$ cat config.mk
export PLATFORM = sky130hd
export DESIGN_NAME = rtc_core
export DESIGN_NICKNAME = d
export VERILOG_FILES = /design/src/logic/rtc_pkg.sv /design/src/logic/sync2.sv /design/src/logic/bcd_counter.sv /design/src/logic/rtc_core.sv
export SDC_FILE = /design/constraint.sdc
export NUM_CORES = 1
export LEC_CHECK = 0
export ABC_AREA = 0
export BUFFER_PORTS_ARGS = -buffer_cell sky130_fd_sc_hd__buf_2
export CORE_MARGIN = 2
export CORE_UTILIZATION = 45
export CTS_BUF_LIST = sky130_fd_sc_hd__clkbuf_8
export DETAILED_ROUTE_END_ITERATION = 12
export GPL_ROUTABILITY_DRIVEN = 0
export PLACE_DENSITY = 0.67
export SYNTH_ARGS = -nofsm -noshare
export SYNTH_HDL_FRONTEND = slang
export SYNTH_SLANG_ARGS = --single-unit
$ cat constraint.sdc
create_clock -name clk -period 4.5 [get_ports clk]
set_input_delay 0.45 -clock clk [delete_from_list [all_inputs] [get_ports clk]]
set_output_delay 0.45 -clock clk [all_outputs]
set_load 0.05 [all_outputs]
$ cat src/logic/rtc_pkg.sv
// shared constants for the real-time clock and calendar
package rtc_pkg;
  localparam logic [6:0] SLAVE_ADDR = 7'h51;
  localparam logic [3:0] ADR_CTRL1 = 4'h0;
  localparam logic [3:0] ADR_CTRL2 = 4'h1;
  localparam logic [3:0] ADR_SEC = 4'h2;
  localparam logic [3:0] ADR_YEAR = 4'h8;
  localparam logic [3:0] ADR_AMIN = 4'h9;
  localparam logic [3:0] ADR_AWDAY = 4'hC;
  localparam logic [3:0] ADR_SQW = 4'hD;
  localparam logic [3:0] ADR_TCTL = 4'hE;
  localparam logic [3:0] ADR_TVAL = 4'hF;
  localparam int BIT_STOP = 5;
  localparam int BIT_AF = 3;
  localparam int BIT_TF = 2;
  localparam int BIT_AIE = 1;
  localparam int BIT_TIE = 0;
  localparam int BIT_FE = 7;
  localparam int BIT_TE = 7;
  localparam int BIT_AE = 7;
  localparam logic [7:0] MASK_CTRL1 = 8'h20;
  localparam logic [7:0] MASK_CTRL2 = 8'h13;
  localparam logic [7:0] MASK_SQW = 8'h83;
  localparam logic [7:0] MASK_TCTL = 8'h83;
  localparam logic [7:0] RST_SQW = 8'h80;
  localparam logic [7:0] RST_ALARM = 8'h80;
  localparam logic [3:0] DIGIT_MAX = 4'h9;
  localparam int NUM_CNT = 7;
  localparam int NUM_ALM = 4;
  localparam int CNT_SEC = 0;
  localparam int CNT_MIN = 1;
  localparam int CNT_HOUR = 2;
  localparam int CNT_DAY = 3;
  localparam int CNT_WDAY = 4;
  localparam int CNT_MON = 5;
  localparam int CNT_YEAR = 6;
  localparam logic [7:0] CNT_LO [NUM_CNT] = '{8'h00, 8'h00, 8'h00, 8'h01, 8'h00, 8'h01, 8'h00};
  localparam logic [7:0] CNT_HI [NUM_CNT] = '{8'h59, 8'h59, 8'h23, 8'h31, 8'h06, 8'h12, 8'h99};
  localparam logic [7:0] CNT_MASK [NUM_CNT] = '{8'h7F, 8'h7F, 8'h3F, 8'h3F, 8'h07, 8'h1F, 8'hFF};
  localparam logic [7:0] ALM_MASK [NUM_ALM] = '{8'hFF, 8'hBF, 8'hBF, 8'h87};
  localparam logic [7:0] MON_FEB = 8'h02;
  localparam logic [7:0] MON_APR = 8'h04;
  localparam logic [7:0] MON_JUN = 8'h06;
  localparam logic [7:0] MON_SEP = 8'h09;
  localparam logic [7:0] MON_NOV = 8'h11;
  localparam logic [7:0] DAYS_FEB = 8'h28;
  localparam logic [7:0] DAYS_LEAP = 8'h29;
  localparam logic [7:0] DAYS_SHORT = 8'h30;
  localparam logic [3:0] LEAP_ODD_A = 4'h2;
  localparam logic [3:0] LEAP_ODD_B = 4'h6;
  localparam logic [3:0] LEAP_EVEN_A = 4'h0;
  localparam logic [3:0] LEAP_EVEN_B = 4'h4;
  localparam logic [3:0] LEAP_EVEN_C = 4'h8;
  localparam int DIV_W = 15;
  localparam int TAP_1K = 4;
  localparam int TAP_32 = 9;
  localparam int TAP_1HZ = 14;
  localparam logic [7:0] TIMER_LAST = 8'h01;
  typedef enum logic [1:0] {FD_32K, FD_1K, FD_32, FD_1HZ} freq_sel_t;
endpackage : rtc_pkg

$ cat src/logic/sync2.sv
// two-flop synchroniser for pin inputs
`timescale 1ns/10ps
module sync2
  import rtc_pkg::*;
#(
  parameter int W = 1,
  parameter logic [W-1:0] INIT = '0
)
(
  input wire logic clk,
  input wire logic rstn,
  input wire logic [W-1:0] d,
  output logic [W-1:0] q
);
  logic [W-1:0] meta_r;

  always_ff @(posedge clk)
  begin
    if (!rstn)
    begin
      meta_r <= INIT;
      q <= INIT;
    end
    else
    begin
      meta_r <= d;
      q <= meta_r;
    end
  end
endmodule : sync2

$ cat src/logic/bcd_counter.sv
// one bcd time counter with load, wrap and carry
`timescale 1ns/10ps
module bcd_counter
  import rtc_pkg::*;
#(
  parameter logic [7:0] LO = 8'h00
)
(
  input wire logic clk,
  input wire logic rstn,
  input wire logic inc,
  input wire logic load,
  input wire logic [7:0] load_val,
  input wire logic [7:0] hi,
  output logic [7:0] value_r,
  output logic wrap
);
  logic [7:0] bump;
  logic [7:0] value_nxt;

  assign wrap = inc && (value_r >= hi);
  // decimal carry from the low digit into the high digit
  assign bump = (value_r[3:0] >= DIGIT_MAX) ? {value_r[7:4] + 4'h1, 4'h0} : value_r + 8'h01;
  assign value_nxt = load ? load_val : (wrap ? LO : (inc ? bump : value_r));

  always_ff @(posedge clk)
  begin
    if (!rstn)
      value_r <= LO;
    else
      value_r <= value_nxt;
  end
endmodule : bcd_counter

$ cat src/logic/rtc_core.sv
// real-time clock: serial slave, register bank, calendar, alarm, timer, square wave
// Function
// - the serial slave answers address byte A2h for writes and A3h for reads.
// - the serial bus runs at up to 400 kbit/s; the test master clocks one bit per 36 clk cycles (360 ns), faster than that.
// - the word pointer steps by one after each data byte written or read.
// - sixteen 8-bit registers are addressable, some bits unimplemented.
// - addresses 00h and 01h hold the two control and status registers.
// - addresses 02h to 08h hold seconds, minutes, hours, days, weekdays, months, years.
// - addresses 09h to 0Ch hold the minute, hour, day and weekday alarm registers.
// - address 0Dh selects the square-wave frequency.
// - address 0Eh is the countdown control and 0Fh the countdown value.
// - time counters and alarm registers are held in bcd.
// - a divider on the 32.768 kHz crystal makes the clock that advances time.
// - the square wave runs at 32.768 kHz, 1.024 kHz, 32 Hz or 1 Hz.
// - a disabled square wave is driven steadily low.
// - the interrupt output is open-drain, active low, pulled low when asserted.
`timescale 1ns/10ps
module rtc_core
  import rtc_pkg::*;
(
  input wire logic clk,
  input wire logic rstn,
  input wire logic scl_in,
  input wire logic sda_in,
  output logic sda_out,
  output logic sda_oe,
  input wire logic crystal_in,
  output logic crystal_out,
  input wire logic square_wave_out_gate,
  output logic square_wave_out,
  output logic int_out,
  output logic int_oe
);
  typedef enum logic [2:0] {ST_IDLE, ST_ADDR, ST_AACK, ST_RECV, ST_WACK, ST_RDATA,
    ST_RACK} slave_state_t;

  // ***************************************************************
  // pin synchronisers and edges
  // ***************************************************************
  logic scl_s, sda_s, gate_s, xtal_s;
  logic scl_d, sda_d, xtal_d;
  logic scl_rise, scl_fall, bus_start, bus_stop, xtal_rise;

  // reset to the idle pin levels so no false edge follows reset
  sync2 #(.W(4), .INIT(4'hC)) u_sync (
    .clk(clk),
    .rstn(rstn),
    .d({scl_in, sda_in, square_wave_out_gate, crystal_in}),
    .q({scl_s, sda_s, gate_s, xtal_s})
  );

  always_ff @(posedge clk)
  begin
    if (!rstn)
      {scl_d, sda_d, xtal_d} <= 3'h6;
    else
      {scl_d, sda_d, xtal_d} <= {scl_s, sda_s, xtal_s};
  end

  assign scl_rise = scl_s && !scl_d;
  assign scl_fall = !scl_s && scl_d;
  assign bus_start = scl_s && scl_d && sda_d && !sda_s;
  assign bus_stop = scl_s && scl_d && !sda_d && sda_s;
  assign xtal_rise = xtal_s && !xtal_d;

  // ***************************************************************
  // serial slave
  // ***************************************************************
  slave_state_t state_r, state_nxt;
  logic [2:0] bit_cnt_r, bit_cnt_nxt;
  logic [7:0] shift_r, shift_nxt, tx_r, tx_nxt;
  logic [3:0] ptr_r, ptr_nxt;
  logic rw_r, rw_nxt, word_phase_r, word_phase_nxt, oe_r, oe_nxt;
  logic wr_en, rd_load, addr_hit;
  logic [7:0] rd_data;
  logic [7:0] rd_bank [16];

  assign addr_hit = shift_r[7:1] == SLAVE_ADDR;
  assign rd_data = rd_bank[ptr_r];

  always_comb
  begin
    state_nxt = state_r;
    bit_cnt_nxt = bit_cnt_r;
    shift_nxt = shift_r;
    tx_nxt = tx_r;
    ptr_nxt = ptr_r;
    rw_nxt = rw_r;
    word_phase_nxt = word_phase_r;
    oe_nxt = oe_r;
    wr_en = 1'b0;
    rd_load = 1'b0;
    if (bus_start)
    begin
      state_nxt = ST_ADDR;
      bit_cnt_nxt = 3'h0;
      oe_nxt = 1'b0;
    end
    else if (bus_stop)
    begin
      state_nxt = ST_IDLE;
      oe_nxt = 1'b0;
    end
    else
    begin
      unique case (state_r)
        ST_IDLE: ;
        ST_ADDR, ST_RECV:
          if (scl_rise)
          begin
            shift_nxt = {shift_r[6:0], sda_s};
            bit_cnt_nxt = bit_cnt_r + 3'h1;
            if (bit_cnt_r == 3'h7)
              state_nxt = (state_r == ST_ADDR) ? ST_AACK : ST_WACK;
          end
        ST_AACK:
          if (scl_fall && !oe_r)
          begin
            oe_nxt = addr_hit;
            rw_nxt = shift_r[0];
            word_phase_nxt = 1'b1;
            if (!addr_hit)
              state_nxt = ST_IDLE;
          end
          else if (scl_fall)
          begin
            rd_load = rw_r;
            oe_nxt = rw_r && !rd_data[7];
            state_nxt = rw_r ? ST_RDATA : ST_RECV;
          end
        ST_WACK:
          if (scl_fall && !oe_r)
          begin
            oe_nxt = 1'b1;
            wr_en = !word_phase_r;
            ptr_nxt = word_phase_r ? shift_r[3:0] : ptr_r + 4'h1;
            word_phase_nxt = 1'b0;
          end
          else if (scl_fall)
          begin
            oe_nxt = 1'b0;
            state_nxt = ST_RECV;
          end
        ST_RDATA:
          if (scl_fall && bit_cnt_r == 3'h7)
          begin
            oe_nxt = 1'b0;
            bit_cnt_nxt = 3'h0;
            state_nxt = ST_RACK;
          end
          else if (scl_fall)
          begin
            bit_cnt_nxt = bit_cnt_r + 3'h1;
            tx_nxt = {tx_r[6:0], 1'b0};
            oe_nxt = !tx_r[6];
          end
        ST_RACK:
          if (scl_rise && sda_s)
            state_nxt = ST_IDLE;
          else if (scl_fall)
          begin
            rd_load = 1'b1;
            oe_nxt = !rd_data[7];
            state_nxt = ST_RDATA;
          end
      endcase
    end
    if (rd_load)
    begin
      tx_nxt = rd_data;
      bit_cnt_nxt = 3'h0;
      ptr_nxt = ptr_r + 4'h1;
    end
  end

  always_ff @(posedge clk)
  begin
    if (!rstn)
    begin
      state_r <= ST_IDLE;
      bit_cnt_r <= 3'h0;
      {shift_r, tx_r} <= 16'h0000;
      ptr_r <= ADR_CTRL1;
      {rw_r, word_phase_r, oe_r} <= 3'h0;
    end
    else
    begin
      state_r <= state_nxt;
      bit_cnt_r <= bit_cnt_nxt;
      {shift_r, tx_r} <= {shift_nxt, tx_nxt};
      ptr_r <= ptr_nxt;
      {rw_r, word_phase_r, oe_r} <= {rw_nxt, word_phase_nxt, oe_nxt};
    end
  end

  // ***************************************************************
  // register bank
  // ***************************************************************
  logic [15:0] wr_sel;
  logic stop_r, af_r, tf_r, tip_r;
  logic [1:0] c2_en_r;
  logic [7:0] alarm_r [NUM_ALM];
  logic [7:0] sqw_r, tctl_r, timer_r, trld_r;
  logic [7:0] cnt_val [NUM_CNT];
  logic [NUM_CNT-1:0] cnt_inc, cnt_wrap;
  logic alarm_hit, timer_hit;

  assign wr_sel = wr_en ? (16'h0001 << ptr_r) : 16'h0000;

  // flags: hardware set wins over a clearing write of zero
  always_ff @(posedge clk)
  begin
    if (!rstn)
    begin
      {stop_r, af_r, tf_r, tip_r, c2_en_r} <= 6'h00;
      sqw_r <= RST_SQW;
      {tctl_r, trld_r} <= 16'h0000;
      for (int k = 0; k < NUM_ALM; k++)
        alarm_r[k] <= RST_ALARM;
    end
    else
    begin
      if (wr_sel[ADR_CTRL1])
        stop_r <= shift_r[BIT_STOP];
      if (wr_sel[ADR_CTRL2])
        {tip_r, c2_en_r} <= {shift_r[4], shift_r[BIT_AIE], shift_r[BIT_TIE]};
      af_r <= alarm_hit || (af_r && !(wr_sel[ADR_CTRL2] && !shift_r[BIT_AF]));
      tf_r <= timer_hit || (tf_r && !(wr_sel[ADR_CTRL2] && !shift_r[BIT_TF]));
      for (int k = 0; k < NUM_ALM; k++)
        if (wr_sel[ADR_AMIN + 4'(k)])
          alarm_r[k] <= shift_r & ALM_MASK[k];
      if (wr_sel[ADR_SQW])
        sqw_r <= shift_r & MASK_SQW;
      if (wr_sel[ADR_TCTL])
        tctl_r <= shift_r & MASK_TCTL;
      if (wr_sel[ADR_TVAL])
        trld_r <= shift_r;
    end
  end

  assign rd_bank[ADR_CTRL1] = {2'h0, stop_r, 5'h00} & MASK_CTRL1;
  assign rd_bank[ADR_CTRL2] = {3'h0, tip_r, af_r, tf_r, c2_en_r};
  assign rd_bank[ADR_SQW] = sqw_r;
  assign rd_bank[ADR_TCTL] = tctl_r;
  assign rd_bank[ADR_TVAL] = timer_r;

  // ***************************************************************
  // divider and calendar
  // ***************************************************************
  logic [DIV_W-1:0] div_r;
  logic sec_tick, leap;
  logic [7:0] day_hi, mon_v;

  // stop holds the divider cleared, as the time chain must freeze
  always_ff @(posedge clk)
  begin
    if (!rstn || stop_r)
      div_r <= '0;
    else if (xtal_rise)
      div_r <= div_r + 1'b1;
  end

  assign sec_tick = xtal_rise && (&div_r) && !stop_r;
  assign mon_v = cnt_val[CNT_MON];
  assign leap = cnt_val[CNT_YEAR][4] ?
    (cnt_val[CNT_YEAR][3:0] == LEAP_ODD_A || cnt_val[CNT_YEAR][3:0] == LEAP_ODD_B) :
    (cnt_val[CNT_YEAR][3:0] == LEAP_EVEN_A || cnt_val[CNT_YEAR][3:0] == LEAP_EVEN_B ||
     cnt_val[CNT_YEAR][3:0] == LEAP_EVEN_C);
  assign day_hi = (mon_v == MON_FEB) ? (leap ? DAYS_LEAP : DAYS_FEB) :
    ((mon_v == MON_APR || mon_v == MON_JUN || mon_v == MON_SEP || mon_v == MON_NOV) ?
     DAYS_SHORT : CNT_HI[CNT_DAY]);
  assign cnt_inc = {cnt_wrap[CNT_MON], cnt_wrap[CNT_DAY], cnt_wrap[CNT_HOUR],
    cnt_wrap[CNT_HOUR], cnt_wrap[CNT_MIN], cnt_wrap[CNT_SEC], sec_tick};

  for (genvar i = 0; i < NUM_CNT; i++)
  begin : g_cnt
    bcd_counter #(.LO(CNT_LO[i])) u_cnt (
      .clk(clk),
      .rstn(rstn),
      .inc(cnt_inc[i]),
      .load(wr_sel[ADR_SEC + 4'(i)]),
      .load_val(shift_r & CNT_MASK[i]),
      .hi((i == CNT_DAY) ? day_hi : CNT_HI[i]),
      .value_r(cnt_val[i]),
      .wrap(cnt_wrap[i])
    );
    assign rd_bank[ADR_SEC + 4'(i)] = cnt_val[i];
  end

  // ***************************************************************
  // alarm and countdown
  // ***************************************************************
  logic alarm_chk_r;
  logic [NUM_ALM-1:0] alm_on, alm_ok;

  for (genvar k = 0; k < NUM_ALM; k++)
  begin : g_alm
    assign alm_on[k] = !alarm_r[k][BIT_AE];
    assign alm_ok[k] = !alm_on[k] || (alarm_r[k][6:0] == cnt_val[k + 1][6:0]);
    assign rd_bank[ADR_AMIN + 4'(k)] = alarm_r[k];
  end

  assign alarm_hit = alarm_chk_r && (|alm_on) && (&alm_ok);
  assign timer_hit = sec_tick && tctl_r[BIT_TE] && timer_r == TIMER_LAST;

  always_ff @(posedge clk)
  begin
    if (!rstn)
      {alarm_chk_r, timer_r} <= 9'h000;
    else
    begin
      alarm_chk_r <= cnt_wrap[CNT_SEC];
      if (wr_sel[ADR_TVAL])
        timer_r <= shift_r;
      else if (timer_hit)
        timer_r <= trld_r;
      else if (sec_tick && tctl_r[BIT_TE] && timer_r != 8'h00)
        timer_r <= timer_r - TIMER_LAST;
    end
  end

  // ***************************************************************
  // pins
  // ***************************************************************
  logic sqw_src;
  freq_sel_t fd;

  assign fd = freq_sel_t'(sqw_r[1:0]);
  assign sqw_src = (fd == FD_32K) ? xtal_s : (fd == FD_1K) ? div_r[TAP_1K] :
    (fd == FD_32) ? div_r[TAP_32] : div_r[TAP_1HZ];

  always_ff @(posedge clk)
  begin
    if (!rstn)
      {square_wave_out, int_oe, int_out, sda_out, sda_oe, crystal_out} <= 6'h00;
    else
    begin
      square_wave_out <= gate_s && sqw_r[BIT_FE] && sqw_src;
      int_oe <= (af_r && c2_en_r[1]) || (tf_r && c2_en_r[0]);
      int_out <= 1'b0;
      sda_out <= 1'b0;
      sda_oe <= oe_r;
      crystal_out <= !xtal_s;
    end
  end
endmodule : rtc_core

-- After elaboration in Yosys (flattened, before gate mapping)
Memories as Yosys holds them, arrays and structs flattened.
Cells that the tools add are included.
- $add $sub $neg: 18
- multipliers: 0
- divide/modulo/power cells: 0
- $lt $le $gt $ge: 15
- equal/unequal tests: 49
- shift operators: 1
- multiplexer cells: 113
- bitwise gates (word level): 8
- reduce and logical (&&, ||, !) cells: 109
- operators with widths (cell ; count):
    2-to-1 mux 8 bit ; 19
    2-to-1 mux 7 bit ; 12
    adder 8 x 1 -> 8 bit (second input constant) ; 7
    2-to-1 mux 3 bit ; 18
    2-to-1 mux 1 bit ; 41
    2-to-1 mux 6 bit ; 6
    logical AND 1 bit ; 34
    adder 4 x 1 -> 4 bit (second input constant) ; 8
    binary-select mux 8 bit (select 4 bit) ; 1
    equality test 7 bit ; 4
    >= comparator 4 bit (second input constant) ; 7
    2-to-1 mux 4 bit ; 6
    nonzero test 3 bit ; 8
    OR reduction 3 bit ; 8
    zero test 1 bit ; 20
    2-to-1 mux 5 bit ; 4
    inequality test 2 bit (second input constant) ; 10
    inequality test 4 bit (second input constant) ; 5
    AND reduction 4 bit ; 5
    AND reduction 9 bit ; 2
    equality test 8 x 3 -> 1 bit (second input constant) ; 2
    >= comparator 8 x 7 -> 1 bit (second input constant) ; 2
    2-to-1 mux 16 bit ; 1
    left shift 1 x 4 -> 16 bit (first input constant) ; 1
    45 further kinds ; 82
- flip-flop bits (word level): 143
- latch bits: 0
- bits in writable memories: 32
- memory bits (read-only): 0
- bits of input ports: 6
- output and inout port bits: 6
- memories kept: 1
- memories (memory ; words ; width ; read ports ; clocked after memory_dff ; write ports ; RTL line ; text):
    alarm_r ; 4 ; 8 ; 4 ; 0 ; 4 ; rtc_core.sv:202 ; logic [7:0] alarm_r [NUM_ALM];

-- Longest topological paths before layout
- depth in word-level cells: 12
- gate-level depth with buffers: 14
- gate-level depth less buffers: 13

-- By module
A second synthesis with hierarchy kept.
- cells, all modules: 1355
- area total of the unflattened synthesis: 11926.4 µm²
- modules (own cells, without submodules) (module ; instances ; cells each ; area each (µm²) ; sequential area each (µm²)):
    rtc_core ; 1 ; 685 ; 6219.7 ; 2362.3
    bcd_counter (g_cnt[0].u_cnt ...) ; 5 ; 94 ; 804.5 ; 160.2
    bcd_counter (g_cnt[3].u_cnt ...) ; 2 ; 92 ; 737.0 ; 160.2
    sync2 ; 1 ; 16 ; 210.2 ; 160.2

-- Least setup slack after synthesis
No wires, ideal clock.
- kind: register to register
- start: reg g_cnt[6].u_cnt.value_r[0]
- end: reg g_cnt[6].u_cnt.value_r[3]
- library setup time: 74 ps
- arrival: 3064 ps
- data required time: 4426 ps
- slack: 1362 ps
- cell stages (with the launch flop): 15
- cells stage by stage: dfxtp_1 inv_1 ha_1 mux2i_1 o32ai_1 a41oi_1 a21oi_1 ha_1 nor4b_1 o221a_4 or3_4 or2_1 buf_6 or4_1 a31oi_1
- longest elaborated chain between the ends: 12
- elaborated cells on any way between the ends: 23
- those cells by class: 1 x add/sub; 3 x order compare; 4 x eq/ne; 7 x mux; 8 x reduce/logical
- ends and longest elaborated chain (what ; RTL line ; text):
    start, declared ; bcd_counter.sv:15 ; output logic [7:0] value_r,
    start signal, assigned ; bcd_counter.sv:31 ; value_r <= value_nxt;
    equality test 4 x 3 -> 1 bit or zero test 4 bit (tied branches) ; rtc_core.sv:267 ; (cnt_val[CNT_YEAR][3:0] == LEAP_EVEN_A || cnt_val[CNT_YEAR][3:0] == LEAP_EVEN_B ||
    logical OR 1 bit (2 in series) ; rtc_core.sv:267 ;
    2-to-1 mux 1 bit ; rtc_core.sv:265 ; assign leap = cnt_val[CNT_YEAR][4] ?
    2-to-1 mux 1 bit ; rtc_core.sv:269 ; assign day_hi = (mon_v == MON_FEB) ? (leap ? DAYS_LEAP : DAYS_FEB) :
    2-to-1 mux 5 bit ; rtc_core.sv:269 ;
    >= comparator 8 x 6 -> 1 bit ; bcd_counter.sv:21 ; assign wrap = inc && (value_r >= hi);
    logical AND 1 bit (3 in series) ; bcd_counter.sv:21 ;
    2-to-1 mux 8 bit (2 in series) ; bcd_counter.sv:24 ; assign value_nxt = load ? load_val : (wrap ? LO : (inc ? bump : value_r));
Several ways; a longest one is shown, not always the timed one. The select of a mux whose other input is x is not followed.
A chain may end at the register's enable or synchronous reset.

-- Worst setup path in the final report
Same ends and word-level chain as after synthesis.

==> summary.md <==
| Metric | Value |
|---|---|
| Status | finished, final reports clean |
| Slew Viols, Final | 0 |
| CTS Buffer Depth | 2 |
| Die height | 153 um |
| Setup violations, final | 0 |
| EDFF count, synth | 26 |
| Starting Density | 45.8% |
| Global route overflow | 0 |
| Setup TNS | 0 ns |
| Vias in the first global route | 8,181 |
| CTS resizes | 0 |
| Pre-antenna DRT Iters | 5 |
| Root buffer cell | clkbuf_8 |
| Seq/Total Area, Yosys | 36.6% |
| I/O pin count | 12 |
| Critical Path RT | 4.92 ns |
| Vias per cell | 6.21 |
| Area Overhead vs Synth | 6.28% |
| Place WS | 1.05 ns |
| Minimum clock period | 3.51 ns |
| CP endpoint kind | flip-flop |
| IR drop worst, VDD | 0.190 mV |
| Core area | 21,800 um^2 |
| Cell mode on critical path | ha_1 |
| CTS tree | built |
| RSZ-0062 raised after global routing | no |
| Cts bufs inserted | 17 |
| Final worst-path setup slack | 0.987 ns |
| Slew headroom | 23.5% |
| Peak Freq | 285 MHz |
| Die X-Extent | 153 um |
| IO Port Bufs | 9 |
| Number of register bits inferred by synthesis | 169 |
| Syn avg cell area | 8.62 um^2 |
| Synth warnings | 0 |
| First-pass GRT wire length | 45.6 mm |
| Drt wl/cell | 20.0 um |
| Top_reg_cell synth | dfxtp_1 |
| # fillers | 2,064 |
| Vias | 8,845 |
| Final WL | 28.5 mm |
| Initial antenna violation count | 0 |
| CP max FO | 10 |
| DRT iter0 DRCs | 1,023 |
| Critical path type | flip-flop to flip-flop |
| Area of the multi-input gates | 5870 um^2 |
| Row count | 54 |
| Die Area | 23,300 um^2 |
| Min Hold Slack | 0.152 ns |
| Crit-path cells | inv_1 > ha_1 > mux2i_1 > o32ai_1 > a41oi_1 > a21oi_1 > ha_1 > nor4b_1 > o221a_4 > or3_4 > or2_1 > or4_1 > a31oi_1 |
| Total GRT Usage | 24.5% |
| Arrival time at the worst endpoint | 3.93 ns |
| N_diodes | 0 |
| H-Tree Level Count | 4 |
| Antenna-violating nets left | 0 |
| Max-cap violations | 0 |
| Power density over cell area | 262 nW/um^2 |
| CTS clk-pin slew, worst paths | 0.10 ns |
| Drc violations | 0 |
| Static Leak | 0.00377 uW |
| Hold_buf cts | 0 |
| Synth cell types | 74 |
| Final Hold Vio Count | 0 |
| Detail Placement HPWL | 19.9 mm |
| Clock latency reported for the late side of the worst-skew pair | 0.48 ns |
| Worst clock skew | 0.0144 ns |
| Post-layout util | 48.6% |
| Slowest cell on the critical path | or4_1 |
| Setup Fix Bufs, Post-CTS | 0 |
| Cell count after synthesis | 1,155 |
| Period utilization | 78.1% |
| Crit path largest cell delay | 0.53 ns |
| Crit start category | flip-flop |
| Post-synthesis cell area | 9950 um^2 |
| Layout cells sized above 1 | 8.38% |
| Final nets | 1,192 |
| Slew of the pin with the lowest slew margin | 1.14 ns |
| Register area | 3640 um^2 |
| Largest net degree at the start of global routing | 51 |
| Post-synth ARST share | 0% |
| Hold Crit Class | input pin to flip-flop |
| Clock sinks | 169 |
==> kinds of logic after synthesis <==
kind of cell,after synthesis,share of synthesized area (%)
AO/OA/AOI/OAI,267,17.4
XOR/XNOR,39,3.43
adder cells (fa/ha/maj),54,6.79
buffers and inverters,111,4.50
flip-flops,169,36.6
multiplexers,48,7.52
other,1,0.0377
AND/OR/NAND/NOR,466,23.8
==> flip-flops by register name, summed over array words and instances, names as in the netlist, 2 cells and up <==
register	count
shift_r	8
u_sync.q	4
sqw_r	3
alarm_r	26
bit_cnt_r	3
timer_r	8
g_cnt.u_cnt.value_r	56
state_r	3
c2_en_r	2
trld_r	8
ptr_r	4
div_r	15
tctl_r	3
u_sync.meta_r	4
tx_r	7
==> cell usage after synthesis (26+ instances only) <==
cell / instances / area share (%)
inv_1: 44 / 1.7
nor2_1: 98 / 3.7
and2_1: 39 / 2.5
nand2_1: 119 / 4.5
ha_1: 54 / 6.8
a21oi_1: 59 / 3.0
edfxtp_1: 26 / 7.8
nand3_1: 62 / 3.1
clkbuf_1: 51 / 1.9
a31oi_1: 32 / 2.0
dfxtp_1: 143 / 29
o21ai_0: 71 / 3.6
==> stage by stage <==
stage                     std cells  area, um^2  total power, uW
after CTS                      1425       10600             2780
after global placement         1393       10200             1680
after floorplan                1156        9960             1660
after global routing           1425       10600             2850
final                          1425       10600             2770
after detailed placement       1393       10200             1680
==> critical path, delay by kind of cell, from the launching register on <==
kind | cells | cell delay, ns
AND/OR/NAND/NOR | 4 | 1.31
AO/OA/AOI/OAI | 5 | 0.94
adder cells (fa/ha/maj) | 2 | 0.51
flip-flops | 1 | 0.45
multiplexers | 1 | 0.13
buffers and inverters | 1 | 0.12
==> final cells by class <==
cell class	count	area share, %
Tap cell	280	3.31
Multi-Input combinational cell	876	55.5
Sequential cell	169	34.4
Clock buffer	17	2.21
Timing Repair Buffer	23	1.42
Clock inverter	15	1.51
Inverter	45	1.60
==> path summary, 6_finish.rpt <==
kind	from	end	slack, ns	cells after the start
worst max-delay path	g_cnt[6].u_cnt.value_r[0]$_SDFFE_PN0P_	g_cnt[6].u_cnt.value_r[3]$_SDFFE_PN0P_	0.99	13
worst max register to register	g_cnt[6].u_cnt.value_r[0]$_SDFFE_PN0P_	g_cnt[6].u_cnt.value_r[3]$_SDFFE_PN0P_	0.99	13
worst min-delay path	scl_in	u_sync.meta_r[3]$_SDFF_PN1_	0.15	2
worst min register to register	u_sync.meta_r[2]$_SDFF_PN1_	u_sync.q[2]$_SDFF_PN1_	0.42	1
==> layout by cell type, fill, tap and decap left out, types with 23 or more instances in the layout <==
master / netlist / routed
nand3_1: 62 / 62
o21ai_0: 71 / 71
a21oi_1: 59 / 59
inv_1: 44 / 44
nor2_1: 98 / 98
a31oi_1: 32 / 32
edfxtp_1: 26 / 26
nand2_1: 119 / 119
nor3_1: 25 / 25
ha_1: 54 / 54
dfxtp_1: 143 / 143
mux2i_1: 23 / 23
and2_1: 39 / 39
==> report_power, final <==
part	switching, uW	internal (uW)
sequential	17.3	1550
combinational	55.6	26.5
clock	661	463
total	734	2040
==> routing by layer <==
layer  part of all wire [%]  vias to the layer above  routed length (um)  global-route usage, %
met5                      0                        -                   0                      0
met4                    3.4                        0                 975                   9.48
met3                    7.6                       58                2160                   4.66
met2                     44                      358               12600                   37.4
met1                     45                     4248               12700                   34.5
li1                       -                     4181                   -                      -
(Power assumes the default switching activity.)
